`src/cpm_pkg.sv`:
```
package cpm_pkg;
	// Clock source indices
	localparam int NSRC        = 5;
	localparam logic [2:0] SRC_FAST_RC   = 3'h0;
	localparam logic [2:0] SRC_SLOW_RC   = 3'h1;
	localparam logic [2:0] SRC_FAST_XTAL = 3'h2;
	localparam logic [2:0] SRC_SLOW_XTAL = 3'h3;
	localparam logic [2:0] SRC_PIN       = 3'h4;
	// Clock output selection beyond the sources
	localparam logic [2:0] OUT_SYSCLK    = 3'h5;
	// Frequencies in Hz
	localparam int FAST_RC_LO_HZ   = 32000000;
	localparam int FAST_RC_HI_HZ   = 40000000;
	localparam int SLOW_RC_SLOW_HZ = 640;
	localparam int SLOW_RC_FAST_HZ = 10240;
	localparam int PIN_CLK_MAX_HZ  = 20000000;
	localparam int OUT_CLK_MAX_HZ  = 40000000;
	// Clock rate of this block
	localparam int CLK_HZ          = 20000000;
	// Missing-edge window for the clock monitor, in ns
	localparam int MON_WINDOW_NS   = 3200;
	localparam int MON_CYC         = (MON_WINDOW_NS * (CLK_HZ / 1000000))
		/ 1000;
	localparam int MON_W           = 8;
	localparam logic [MON_W-1:0] MON_LIMIT = MON_W'(MON_CYC);
	// Reset values; bank and peripheral counts
	localparam logic [31:0] SCRATCH_RST = 32'h0000_0000;
	localparam logic [NSRC-1:0] SRC_PD_RST = 5'h02;
	localparam int NBANK = 4;
	localparam int NPERI = 8;

	typedef enum logic [1:0] {
		MODE_RUN,
		MODE_SLEEP,
		MODE_HIBERNATE,
		MODE_SHUTDOWN
	} cpm_mode_t;

	// Software control bits
	typedef struct packed {
		logic [NSRC-1:0]  src_pd;
		logic             fast_rc_hi;
		logic             slow_rc_fast;
		logic [2:0]       sys_sel;
		logic [2:0]       out_sel;
		logic             out_en;
		logic [NPERI-1:0] peri_gate;
		logic [NPERI-1:0] peri_irq_en;
		logic [NBANK-1:0] bank_retain;
		logic             deep_sleep;
		logic             hibernate;
		logic             shutdown;
		logic             mon_nmi_en;
	} cpm_ctrl_t;

	// Power and clock controls driven to the chip
	typedef struct packed {
		logic [NSRC-1:0]  src_en;
		logic             cpu_clk_en;
		logic             flash_lp;
		logic             core_pwr;
		logic             periph_pwr;
		logic [NPERI-1:0] peri_clk_en;
		logic [NBANK-1:0] bank_pwr;
	} cpm_pwr_t;
endpackage

```
`src/cpm_power_manager.sv`:
```
// Notes on behaviour
// Every clock source has its own power-down bit.
// Fast RC oscillator trims to 32 or 40 MHz by a configuration bit.
// Slow RC oscillator has slow 640 Hz and fast 10.24 kHz modes.
// Clock pin input accepted when configured; source stays at or below 20 MHz.
// Clock output pin drives system clock or any active source, max 40 MHz.
// Clocks gated by software bits, by power mode, and by use.
// Lost transitions on system source switch the system clock to fast RC.
// Software should recalibrate oscillators periodically against the crystal.
// Run mode keeps everything powered and clocked except gated peripherals.
// Sleep gates the processor clock and puts flash in low power.
// Sleep keeps clocking peripherals enabled to raise interrupts.
// Any enabled interrupt in sleep returns to run without reset.
// Wait instruction: sleep; deep sleep plus hibernate: hibernate; shutdown bit.
// Hibernate removes power from processor, flash and most peripherals.
// Hibernate powers or retains each SRAM bank per its own bit.
// Hibernate keeps wake timer, pin toggle and slow RC only.
// Hibernate wake re-initialises processor from the reset vector.
// Shutdown keeps only scratch and wake-pin watch; wake restarts processor.
// Wake timer wakes from sleep but not from deep sleep; the code lets it wake hibernate and blocks it only in shutdown.
// A 32-bit scratch register survives every low-power mode.
// Clock loss may be routed to the non-maskable interrupt.
module cpm_power_manager (
	// Clock, reset, enable
	input  wire logic              clk_i,
	input  wire logic              rst_i,
	input  wire logic              ce_i,
	// Core requests
	input  wire logic              wait_instruction_i,
	input  wire cpm_pkg::cpm_ctrl_t ctrl_i,
	input  wire logic              scratch_we_i,
	input  wire logic [31:0]       scratch_wd_i,
	// Wake sources
	input  wire logic [cpm_pkg::NPERI-1:0] peri_irq_i,
	input  wire logic              wake_timer_i,
	input  wire logic              gpio_toggle_i,
	input  wire logic              shutdown_wake_pin_i,
	input  wire logic              debug_enable_pin_i,
	input  wire logic              nmi_pin_i,
	input  wire logic              brownout_i,
	// Clock sources, asynchronous
	input  wire logic [cpm_pkg::NSRC-1:0] src_clk_i,
	// Outputs
	output cpm_pkg::cpm_pwr_t      pwr_o,
	output cpm_pkg::cpm_mode_t     mode_o,
	output logic [2:0]             sys_src_o,
	output logic                   fast_rc_hi_o,
	output logic                   slow_rc_fast_o,
	output logic                   clock_output_pin_o,
	output logic                   clock_output_pin_oe_n_o,
	output logic                   core_reset_o,
	output logic                   clk_loss_o,
	output logic                   nmi_o,
	output logic [31:0]            scratch_o
);
	cpm_pkg::cpm_mode_t         mode_r;
	logic [cpm_pkg::NSRC-1:0]   s1_r, s2_r, s3_r, src_v_r;
	logic                       p1_r, p2_r, p3_r, pin_v_r, pin_prev_r;
	logic                       fallback_r;
	logic                       loss;
	logic [2:0]                 sys_src;
	logic                       sys_clk_v;
	logic                       out_clk;
	logic                       deep;
	logic                       wake_sleep, wake_deep, wake_shut;

	// pin clock synchronised too
	genvar g;
	generate
		for (g = 0; g < cpm_pkg::NSRC; g++) begin : g_sync
			always_ff @(posedge clk_i) begin
				if (rst_i) begin
					s1_r[g]    <= 1'b0;
					s2_r[g]    <= 1'b0;
					s3_r[g]    <= 1'b0;
					src_v_r[g] <= 1'b0;
				end else if (ce_i) begin
					s1_r[g] <= src_clk_i[g];
					s2_r[g] <= s1_r[g];
					s3_r[g] <= s2_r[g];
					if (s2_r[g] == s3_r[g]) begin
						src_v_r[g] <= s3_r[g];
					end
				end
			end
		end
	endgenerate

	always_ff @(posedge clk_i) begin
		if (rst_i) begin
			p1_r       <= 1'b0;
			p2_r       <= 1'b0;
			p3_r       <= 1'b0;
			pin_v_r    <= 1'b0;
			pin_prev_r <= 1'b0;
		end else if (ce_i) begin
			p1_r       <= shutdown_wake_pin_i;
			p2_r       <= p1_r;
			p3_r       <= p2_r;
			pin_prev_r <= pin_v_r;
			if (p2_r == p3_r) begin
				pin_v_r <= p3_r;
			end
		end
	end

	assign deep    = mode_r == cpm_pkg::MODE_HIBERNATE
		|| mode_r == cpm_pkg::MODE_SHUTDOWN;
	// fall back to fast RC
	assign sys_src = fallback_r ? cpm_pkg::SRC_FAST_RC : ctrl_i.sys_sel;
	assign sys_clk_v = src_v_r[sys_src];
	// output selection
	assign out_clk = (ctrl_i.out_sel == cpm_pkg::OUT_SYSCLK) ? sys_clk_v
		: src_v_r[ctrl_i.out_sel];

	// Monitor only while running a powered source; pin clock included
	cpm_clock_monitor u_mon (
		.clk_i     (clk_i),
		.rst_i     (rst_i),
		.ce_i      (ce_i),
		.arm_i     (!fallback_r && !deep && !ctrl_i.src_pd[ctrl_i.sys_sel]),
		.mon_clk_i (src_v_r[ctrl_i.sys_sel]),
		.loss_o    (loss)
	);

	// sticky until reset; software cannot re-select a dead source
	always_ff @(posedge clk_i) begin
		if (rst_i) begin
			fallback_r <= 1'b0;
		end else if (ce_i && loss) begin
			fallback_r <= 1'b1;
		end
	end

	// any enabled interrupt or nmi
	assign wake_sleep = |(peri_irq_i & ctrl_i.peri_irq_en) || wake_timer_i
		|| nmi_o;
	// deep sleep wakes without the peripheral set
	assign wake_deep  = wake_timer_i || gpio_toggle_i || debug_enable_pin_i;
	// toggle of the wake pin, or the debug enable pin
	assign wake_shut  = (pin_v_r != pin_prev_r) || debug_enable_pin_i;

	// mode sequencing
	always_ff @(posedge clk_i) begin
		if (rst_i) begin
			mode_r <= cpm_pkg::MODE_RUN;
		end else if (ce_i) begin
			unique case (mode_r)
				cpm_pkg::MODE_RUN: begin
					if (wait_instruction_i) begin
						if (ctrl_i.shutdown) begin
							mode_r <= cpm_pkg::MODE_SHUTDOWN;
						end else if (ctrl_i.deep_sleep && ctrl_i.hibernate) begin
							mode_r <= cpm_pkg::MODE_HIBERNATE;
						end else begin
							mode_r <= cpm_pkg::MODE_SLEEP;
						end
					end
				end
				cpm_pkg::MODE_SLEEP: begin
					if (wake_sleep) begin
						mode_r <= cpm_pkg::MODE_RUN;
					end
				end
				cpm_pkg::MODE_HIBERNATE: begin
					if (wake_deep) begin
						mode_r <= cpm_pkg::MODE_RUN;
					end
				end
				cpm_pkg::MODE_SHUTDOWN: begin
					if (wake_shut) begin
						mode_r <= cpm_pkg::MODE_RUN;
					end
				end
			endcase
		end
	end

	// one-cycle core reset on deep wake
	always_ff @(posedge clk_i) begin
		if (rst_i) begin
			core_reset_o <= 1'b0;
		end else if (ce_i) begin
			core_reset_o <= (mode_r == cpm_pkg::MODE_HIBERNATE && wake_deep)
				|| (mode_r == cpm_pkg::MODE_SHUTDOWN && wake_shut);
		end
	end

	// Power and clock controls
	always_ff @(posedge clk_i) begin
		if (rst_i) begin
			pwr_o <= '0;
		end else if (ce_i) begin
			unique case (mode_r)
				cpm_pkg::MODE_RUN, cpm_pkg::MODE_SLEEP: begin
					// per-source power down
					pwr_o.src_en     <= ~ctrl_i.src_pd;
					// processor clock off in sleep
					pwr_o.cpu_clk_en <= mode_r == cpm_pkg::MODE_RUN;
					pwr_o.flash_lp   <= mode_r == cpm_pkg::MODE_SLEEP;
					// all powered in run
					pwr_o.core_pwr   <= 1'b1;
					pwr_o.periph_pwr <= 1'b1;
					// software gating, R11: irq sources kept in sleep
					pwr_o.peri_clk_en <= (mode_r == cpm_pkg::MODE_RUN)
						? ~ctrl_i.peri_gate
						: (~ctrl_i.peri_gate & ctrl_i.peri_irq_en);
					pwr_o.bank_pwr   <= '1;
				end
				cpm_pkg::MODE_HIBERNATE: begin
					// slow RC only clock
					pwr_o.src_en      <= cpm_pkg::NSRC'(1)
						<< cpm_pkg::SRC_SLOW_RC;
					// core, flash, peripherals off
					pwr_o.cpu_clk_en  <= 1'b0;
					pwr_o.flash_lp    <= 1'b1;
					pwr_o.core_pwr    <= 1'b0;
					pwr_o.periph_pwr  <= 1'b0;
					pwr_o.peri_clk_en <= '0;
					// per-bank retention
					pwr_o.bank_pwr    <= ctrl_i.bank_retain;
				end
				cpm_pkg::MODE_SHUTDOWN: begin
					// everything off
					pwr_o <= '0;
				end
			endcase
		end
	end

	// trim selects; R5 clock out
	always_ff @(posedge clk_i) begin
		if (rst_i) begin
			fast_rc_hi_o            <= 1'b0;
			slow_rc_fast_o          <= 1'b0;
			sys_src_o               <= cpm_pkg::SRC_FAST_RC;
			clock_output_pin_o      <= 1'b0;
			clock_output_pin_oe_n_o <= 1'b1;
			mode_o                  <= cpm_pkg::MODE_RUN;
		end else if (ce_i) begin
			fast_rc_hi_o            <= ctrl_i.fast_rc_hi;
			slow_rc_fast_o          <= ctrl_i.slow_rc_fast;
			sys_src_o               <= sys_src;
			clock_output_pin_o      <= out_clk;
			clock_output_pin_oe_n_o <= !(ctrl_i.out_en && !deep);
			mode_o                  <= mode_r;
		end
	end

	// clock loss, pin or brownout to nmi
	always_ff @(posedge clk_i) begin
		if (rst_i) begin
			clk_loss_o <= 1'b0;
			nmi_o      <= 1'b0;
		end else if (ce_i) begin
			clk_loss_o <= fallback_r;
			nmi_o      <= (loss && ctrl_i.mon_nmi_en) || nmi_pin_i
				|| brownout_i;
		end
	end

	// scratch only cleared by reset
	always_ff @(posedge clk_i) begin
		if (rst_i) begin
			scratch_o <= cpm_pkg::SCRATCH_RST;
		end else if (ce_i && scratch_we_i && mode_r == cpm_pkg::MODE_RUN) begin
			scratch_o <= scratch_wd_i;
		end
	end

	property p_sleep_entry;
		@(posedge clk_i) disable iff (rst_i)
		mode_r == cpm_pkg::MODE_RUN && ce_i && wait_instruction_i
		&& !ctrl_i.shutdown && !(ctrl_i.deep_sleep && ctrl_i.hibernate)
		|=> mode_r == cpm_pkg::MODE_SLEEP;
	endproperty
	a_sleep_entry: assert property (p_sleep_entry)
		else $error("sleep not entered");

	property p_cpu_gated;
		@(posedge clk_i) disable iff (rst_i)
		mode_r == cpm_pkg::MODE_SLEEP && ce_i |=> !pwr_o.cpu_clk_en
		&& pwr_o.flash_lp;
	endproperty
	a_cpu_gated: assert property (p_cpu_gated)
		else $error("cpu clock not gated in sleep");

	property p_sleep_wake;
		@(posedge clk_i) disable iff (rst_i)
		mode_r == cpm_pkg::MODE_SLEEP && ce_i && wake_sleep
		|=> mode_r == cpm_pkg::MODE_RUN ##1 !core_reset_o;
	endproperty
	a_sleep_wake: assert property (p_sleep_wake)
		else $error("sleep wake wrong");

	property p_hib_clk;
		@(posedge clk_i) disable iff (rst_i)
		mode_r == cpm_pkg::MODE_HIBERNATE && ce_i
		|=> pwr_o.src_en == 5'h02 && !pwr_o.core_pwr;
	endproperty
	a_hib_clk: assert property (p_hib_clk)
		else $error("hibernate clocks wrong");

	property p_hib_reset;
		@(posedge clk_i) disable iff (rst_i)
		mode_r == cpm_pkg::MODE_HIBERNATE && ce_i && wake_deep
		|=> core_reset_o && mode_r == cpm_pkg::MODE_RUN;
	endproperty
	a_hib_reset: assert property (p_hib_reset)
		else $error("no core reset on hibernate wake");

	property p_timer_deep;
		@(posedge clk_i) disable iff (rst_i)
		mode_r == cpm_pkg::MODE_SHUTDOWN && wake_timer_i && !wake_shut
		|=> mode_r == cpm_pkg::MODE_SHUTDOWN;
	endproperty
	a_timer_deep: assert property (p_timer_deep)
		else $error("timer woke shutdown");

	property p_fallback;
		@(posedge clk_i) disable iff (rst_i)
		loss && ce_i |=> fallback_r ##1 sys_src_o == cpm_pkg::SRC_FAST_RC;
	endproperty
	a_fallback: assert property (p_fallback)
		else $error("no fallback to fast rc");

	property p_scratch_hold;
		@(posedge clk_i) disable iff (rst_i)
		mode_r != cpm_pkg::MODE_RUN |=> $stable(scratch_o);
	endproperty
	a_scratch_hold: assert property (p_scratch_hold)
		else $error("scratch changed in low power");

	property p_bank;
		@(posedge clk_i) disable iff (rst_i)
		mode_r == cpm_pkg::MODE_HIBERNATE && ce_i
		|=> pwr_o.bank_pwr == $past(ctrl_i.bank_retain);
	endproperty
	a_bank: assert property (p_bank)
		else $error("bank retention wrong");

	c_sleep: cover property (@(posedge clk_i) mode_r == cpm_pkg::MODE_SLEEP);
	c_hib: cover property (@(posedge clk_i) core_reset_o);
	c_shut: cover property (@(posedge clk_i)
		mode_r == cpm_pkg::MODE_SHUTDOWN);
	c_loss: cover property (@(posedge clk_i) fallback_r);
endmodule

```
`src/cpm_clock_monitor.sv`:
```
module cpm_clock_monitor (
	// Clock and control
	input  wire logic clk_i,
	input  wire logic rst_i,
	input  wire logic ce_i,
	input  wire logic arm_i,
	// Monitored clock, already synchronised
	input  wire logic mon_clk_i,
	// Loss flag
	output logic      loss_o
);
	logic                       prev_r;
	logic [cpm_pkg::MON_W-1:0]  cnt_r;

	always_ff @(posedge clk_i) begin
		if (rst_i) begin
			prev_r <= 1'b0;
		end else if (ce_i) begin
			prev_r <= mon_clk_i;
		end
	end

	// count quiet cycles
	always_ff @(posedge clk_i) begin
		if (rst_i) begin
			cnt_r  <= '0;
			loss_o <= 1'b0;
		end else if (ce_i) begin
			// Disarm and edges only act while enabled, so ce freezes all
			if (!arm_i || prev_r != mon_clk_i) begin
				cnt_r  <= '0;
				loss_o <= 1'b0;
			end else if (cnt_r == cpm_pkg::MON_LIMIT) begin
				loss_o <= 1'b1;
			end else begin
				cnt_r <= cnt_r + 1'b1;
			end
		end
	end
endmodule

```
`config.mk`:
```
export PLATFORM = sky130hd
export DESIGN_NAME = cpm_power_manager
export DESIGN_NICKNAME = d
export VERILOG_FILES = /design/src/cpm_pkg.sv /design/src/cpm_power_manager.sv /design/src/cpm_clock_monitor.sv
export SDC_FILE = /design/constraint.sdc
export NUM_CORES = 1
export LEC_CHECK = 0
export BUFFER_PORTS_ARGS = -buffer_cell sky130_fd_sc_hd__buf_4
export CAP_MARGIN = 20
export CORE_MARGIN = 2
export CORE_UTILIZATION = 49
export DETAILED_ROUTE_END_ITERATION = 10
export GPL_TIMING_DRIVEN = 0
export PLACE_DENSITY_LB_ADDON = 0.08
export SLEW_MARGIN = 30
export SYNTH_ARGS = -nofsm -noshare
export SYNTH_HDL_FRONTEND = slang
export SYNTH_SLANG_ARGS = --single-unit
```
`constraint.sdc`:
```
create_clock -name clk_i -period 2.95 [get_ports clk_i]
set_clock_uncertainty 0.2 [all_clocks]
set_input_delay 0.1475 -clock clk_i [delete_from_list [all_inputs] [get_ports clk_i]]
set_output_delay 0.1475 -clock clk_i [all_outputs]
set_load 0.005 [all_outputs]
```
==> flow_summary.ini <==
[status]
status = finished clean

[timing]
pin_slew_with_the_least_headroom_to_its_limit_ns = 0.759
finalHoldViolCount = 0
setup_viol_count_final = 0
fmaxAchievable_ghz = 0.367
final_period_minus_worst_setup_slack_ns = 2.72
timing.setup.tns_ns = 0
drv_slew = 0
grt_setup_unrepaired = false
final_min_period_over_clock_period = 0.923
slew-limit-headroom = 0.494

[logic_synthesis]
yosysMostFrequentCell = dfxtp_1
synth-edff-count = 0
synth_top_flop_cell = dfxtp_1
mappedNetlistArea_um2 = 4360
synth.yosys.seq_area_share = 0.468
synth_cells = 528
synth.yosys.warnings = 0
avgSynthCellArea_um2 = 8.26
synthTopCellsByArea = dfxtp_1, nand2_1, a21oi_1, mux2i_1, nor2_1
post-synth-top-area-cell = dfxtp_1
synth.top_cells.by_count = dfxtp_1, nand2_1, nor2_1
synthDistinctLibCells = 50
synth_fp_nets = 628
asyncSetResetFlopFracSynth = 0
synth_top_area_frac = 0.468
synth.ff_latch_count = 102

[grt]
pin_count_of_the_biggest_net_entering_global_routing = 19
grt_pass1_vias = 4578
number_of_antenna_violations_at_the_first_check_in_global_routing = 0
grt_first_pass_wirelength_mm = 21.7
gr-total-overflow = 0
grtUsageTotal = 0.276

[final_layout]
antenna_cells = 0
post_route_cells_drive_above_1_share = 0.249
final_net_count = 867
syn2layout_area_growth_pct = 50.7
final_util = 0.757

[setup_path]
worst-endpoint-arrival_ns = 2.81
endpoint_kind = flop
worst_setup_path_start_kind = flop
worstPathMaxFanout = 10
cp_data_required_time_ns = 3.04
critical_path_class = reg2reg

[run]
maxCapViolations = 0

[detailed_routing]
totalWireLength_mm = 13.4
detail_route.iter0.violations = 197
drc = 0
routed_via_density = 5.28
wl_per_cell_um = 15.2
dr_total_vias = 4640
antenna_left = 0
detailedRoute.firstPassIterationCount = 4

[clock_tree]
clkSinkCount = 102
numCtsBuffers = 9
cts.htree.levels = 3
ctsLongestPathBuffers = 2
insertion_delay_ns = 0.37
clock_tree.root_cell = clkbuf_8
tritoncts = yes
post_cts.repair.setup_buffers = 0
clk_pin_slew_ns = 0.10

[pwr]
power_density_relative_to_cell_area_nw_per_um2 = 442
power.static_leakage_nw = 2.89
totalPowerFinal_w = 0.00290
worst_vdd_rail_ir_drop_mv = 0.343

[die]
die_extent_in_y_um = 98.3
fp-row-count = 34
core-area_um2 = 8680
floorplan.io_pins = 159
initial_utilization = 0.503
die_footprint_um2 = 9670
die_x_um = 98.3

[place]
routabilityCongestion = 0.836
numPortBuffers = 156
post-dp-hpwl_mm = 9.00

[min_path]
min-delay-path-class = in2reg
cells by family after synthesis:
logic type	synth area share
compound gates	0.158
xor+xnor	0.00201
fa+ha+maj	0.0172
buf+inv	0.0491
flops	0.468
mux	0.0766
simple gates	0.229
flip-flops by register name (all words and copies together), names as in the netlist, 2 cells and up:
signal       cells
scratch_o       32
pwr_o           20
u_mon.cnt_r      8
s1_r             5
s2_r             5
s3_r             5
src_v_r          5
sys_src_o        3
mode_o           2
mode_r           2
power breakdown:
part           switching (W)  total [W]  internal, W
sequential         0.0000420    0.00149      0.00144
clock               0.000510   0.000831     0.000321
combinational       0.000268   0.000587     0.000319
total               0.000820    0.00290      0.00208
worst paths after layout:
check,from,end,slack [ns],cells past startpoint
min,ctrl_i[11],pwr_o[7],0.02,5
min reg2reg,scratch_o[21],scratch_o[21],0.26,2
max,mode_r[0],u_mon.cnt_r[5],0.23,10
max reg2reg,mode_r[0],u_mon.cnt_r[5],0.23,10
cell usage in the layout (no fill, tap or decap), types with 9 or more instances in the layout:
cell / count
nor2_1: 67
clkbuf_1: 29
inv_1: 10
o21ai_0: 11
nor3_1: 22
mux2i_1: 30
nand2_1: 97
buf_4: 157
a21oi_1: 63
dlygate4sd3_1: 72
nand3_1: 12
dfxtp_1: 102
clkbuf_8: 9
metal layers:
| metal | wire, µm | up-vias | track usage | part of all wire |
|---|---|---|---|---|
| met5 | 0 | - | 0 | 0 |
| met4 | 365 | 0 | 0.0991 | 0.027 |
| met3 | 644 | 31 | 0.0458 | 0.048 |
| met2 | 6810 | 148 | 0.492 | 0.51 |
| met1 | 5570 | 2176 | 0.334 | 0.42 |
| li1 | - | 2285 | - | - |
stage by stage:
step / setup slack [ns] / instances / hold slack, ns / cell area [µm²]
after floorplan: 0.518 / 528 / 0.0756 / 4360
after global placement: 0.340 / 792 / 0.182 / 5670
after detailed placement: 0.250 / 792 / 0.191 / 5670
after CTS: 0.247 / 879 / 0.0146 / 6570
after global routing: 0.0908 / 879 / 0.0687 / 6570
final: 0.227 / 879 / 0.0211 / 6570
area by class of cell:
| type | count | area, µm² |
|---|---|---|
| Fill cell | 674 | 2100 |
| Tap cell | 108 | 135 |
| Buffer | 39 | 176 |
| Timing Repair Buffer | 228 | 1890 |
| Sequential cell | 102 | 2040 |
| Inverter | 10 | 37.5 |
| Multi-Input combinational cell | 377 | 2110 |
| Clock inverter | 6 | 55.1 |
| Clock buffer | 9 | 124 |
repair_timing:
item / 4_1_cts / 5_1_grt
hold buffers: 72 / 0
endpoints found under the hold margin: 63 / 0
endpoints found under the setup margin: 0 / 0
resized for setup: 0 / 0
worst max-delay path, cell delays in order (launching register included):
cell      delay [ns]
dfxtp_1         0.42
inv_1           0.09
ha_1            0.21
buf_6           0.14
or2_0           0.21
buf_6           0.15
or3_4           0.37
a311oi_4        0.36
buf_6           0.20
nand4_1         0.12
a31oi_1         0.18
No activity file was read; power rests on OpenSTA's default activity.
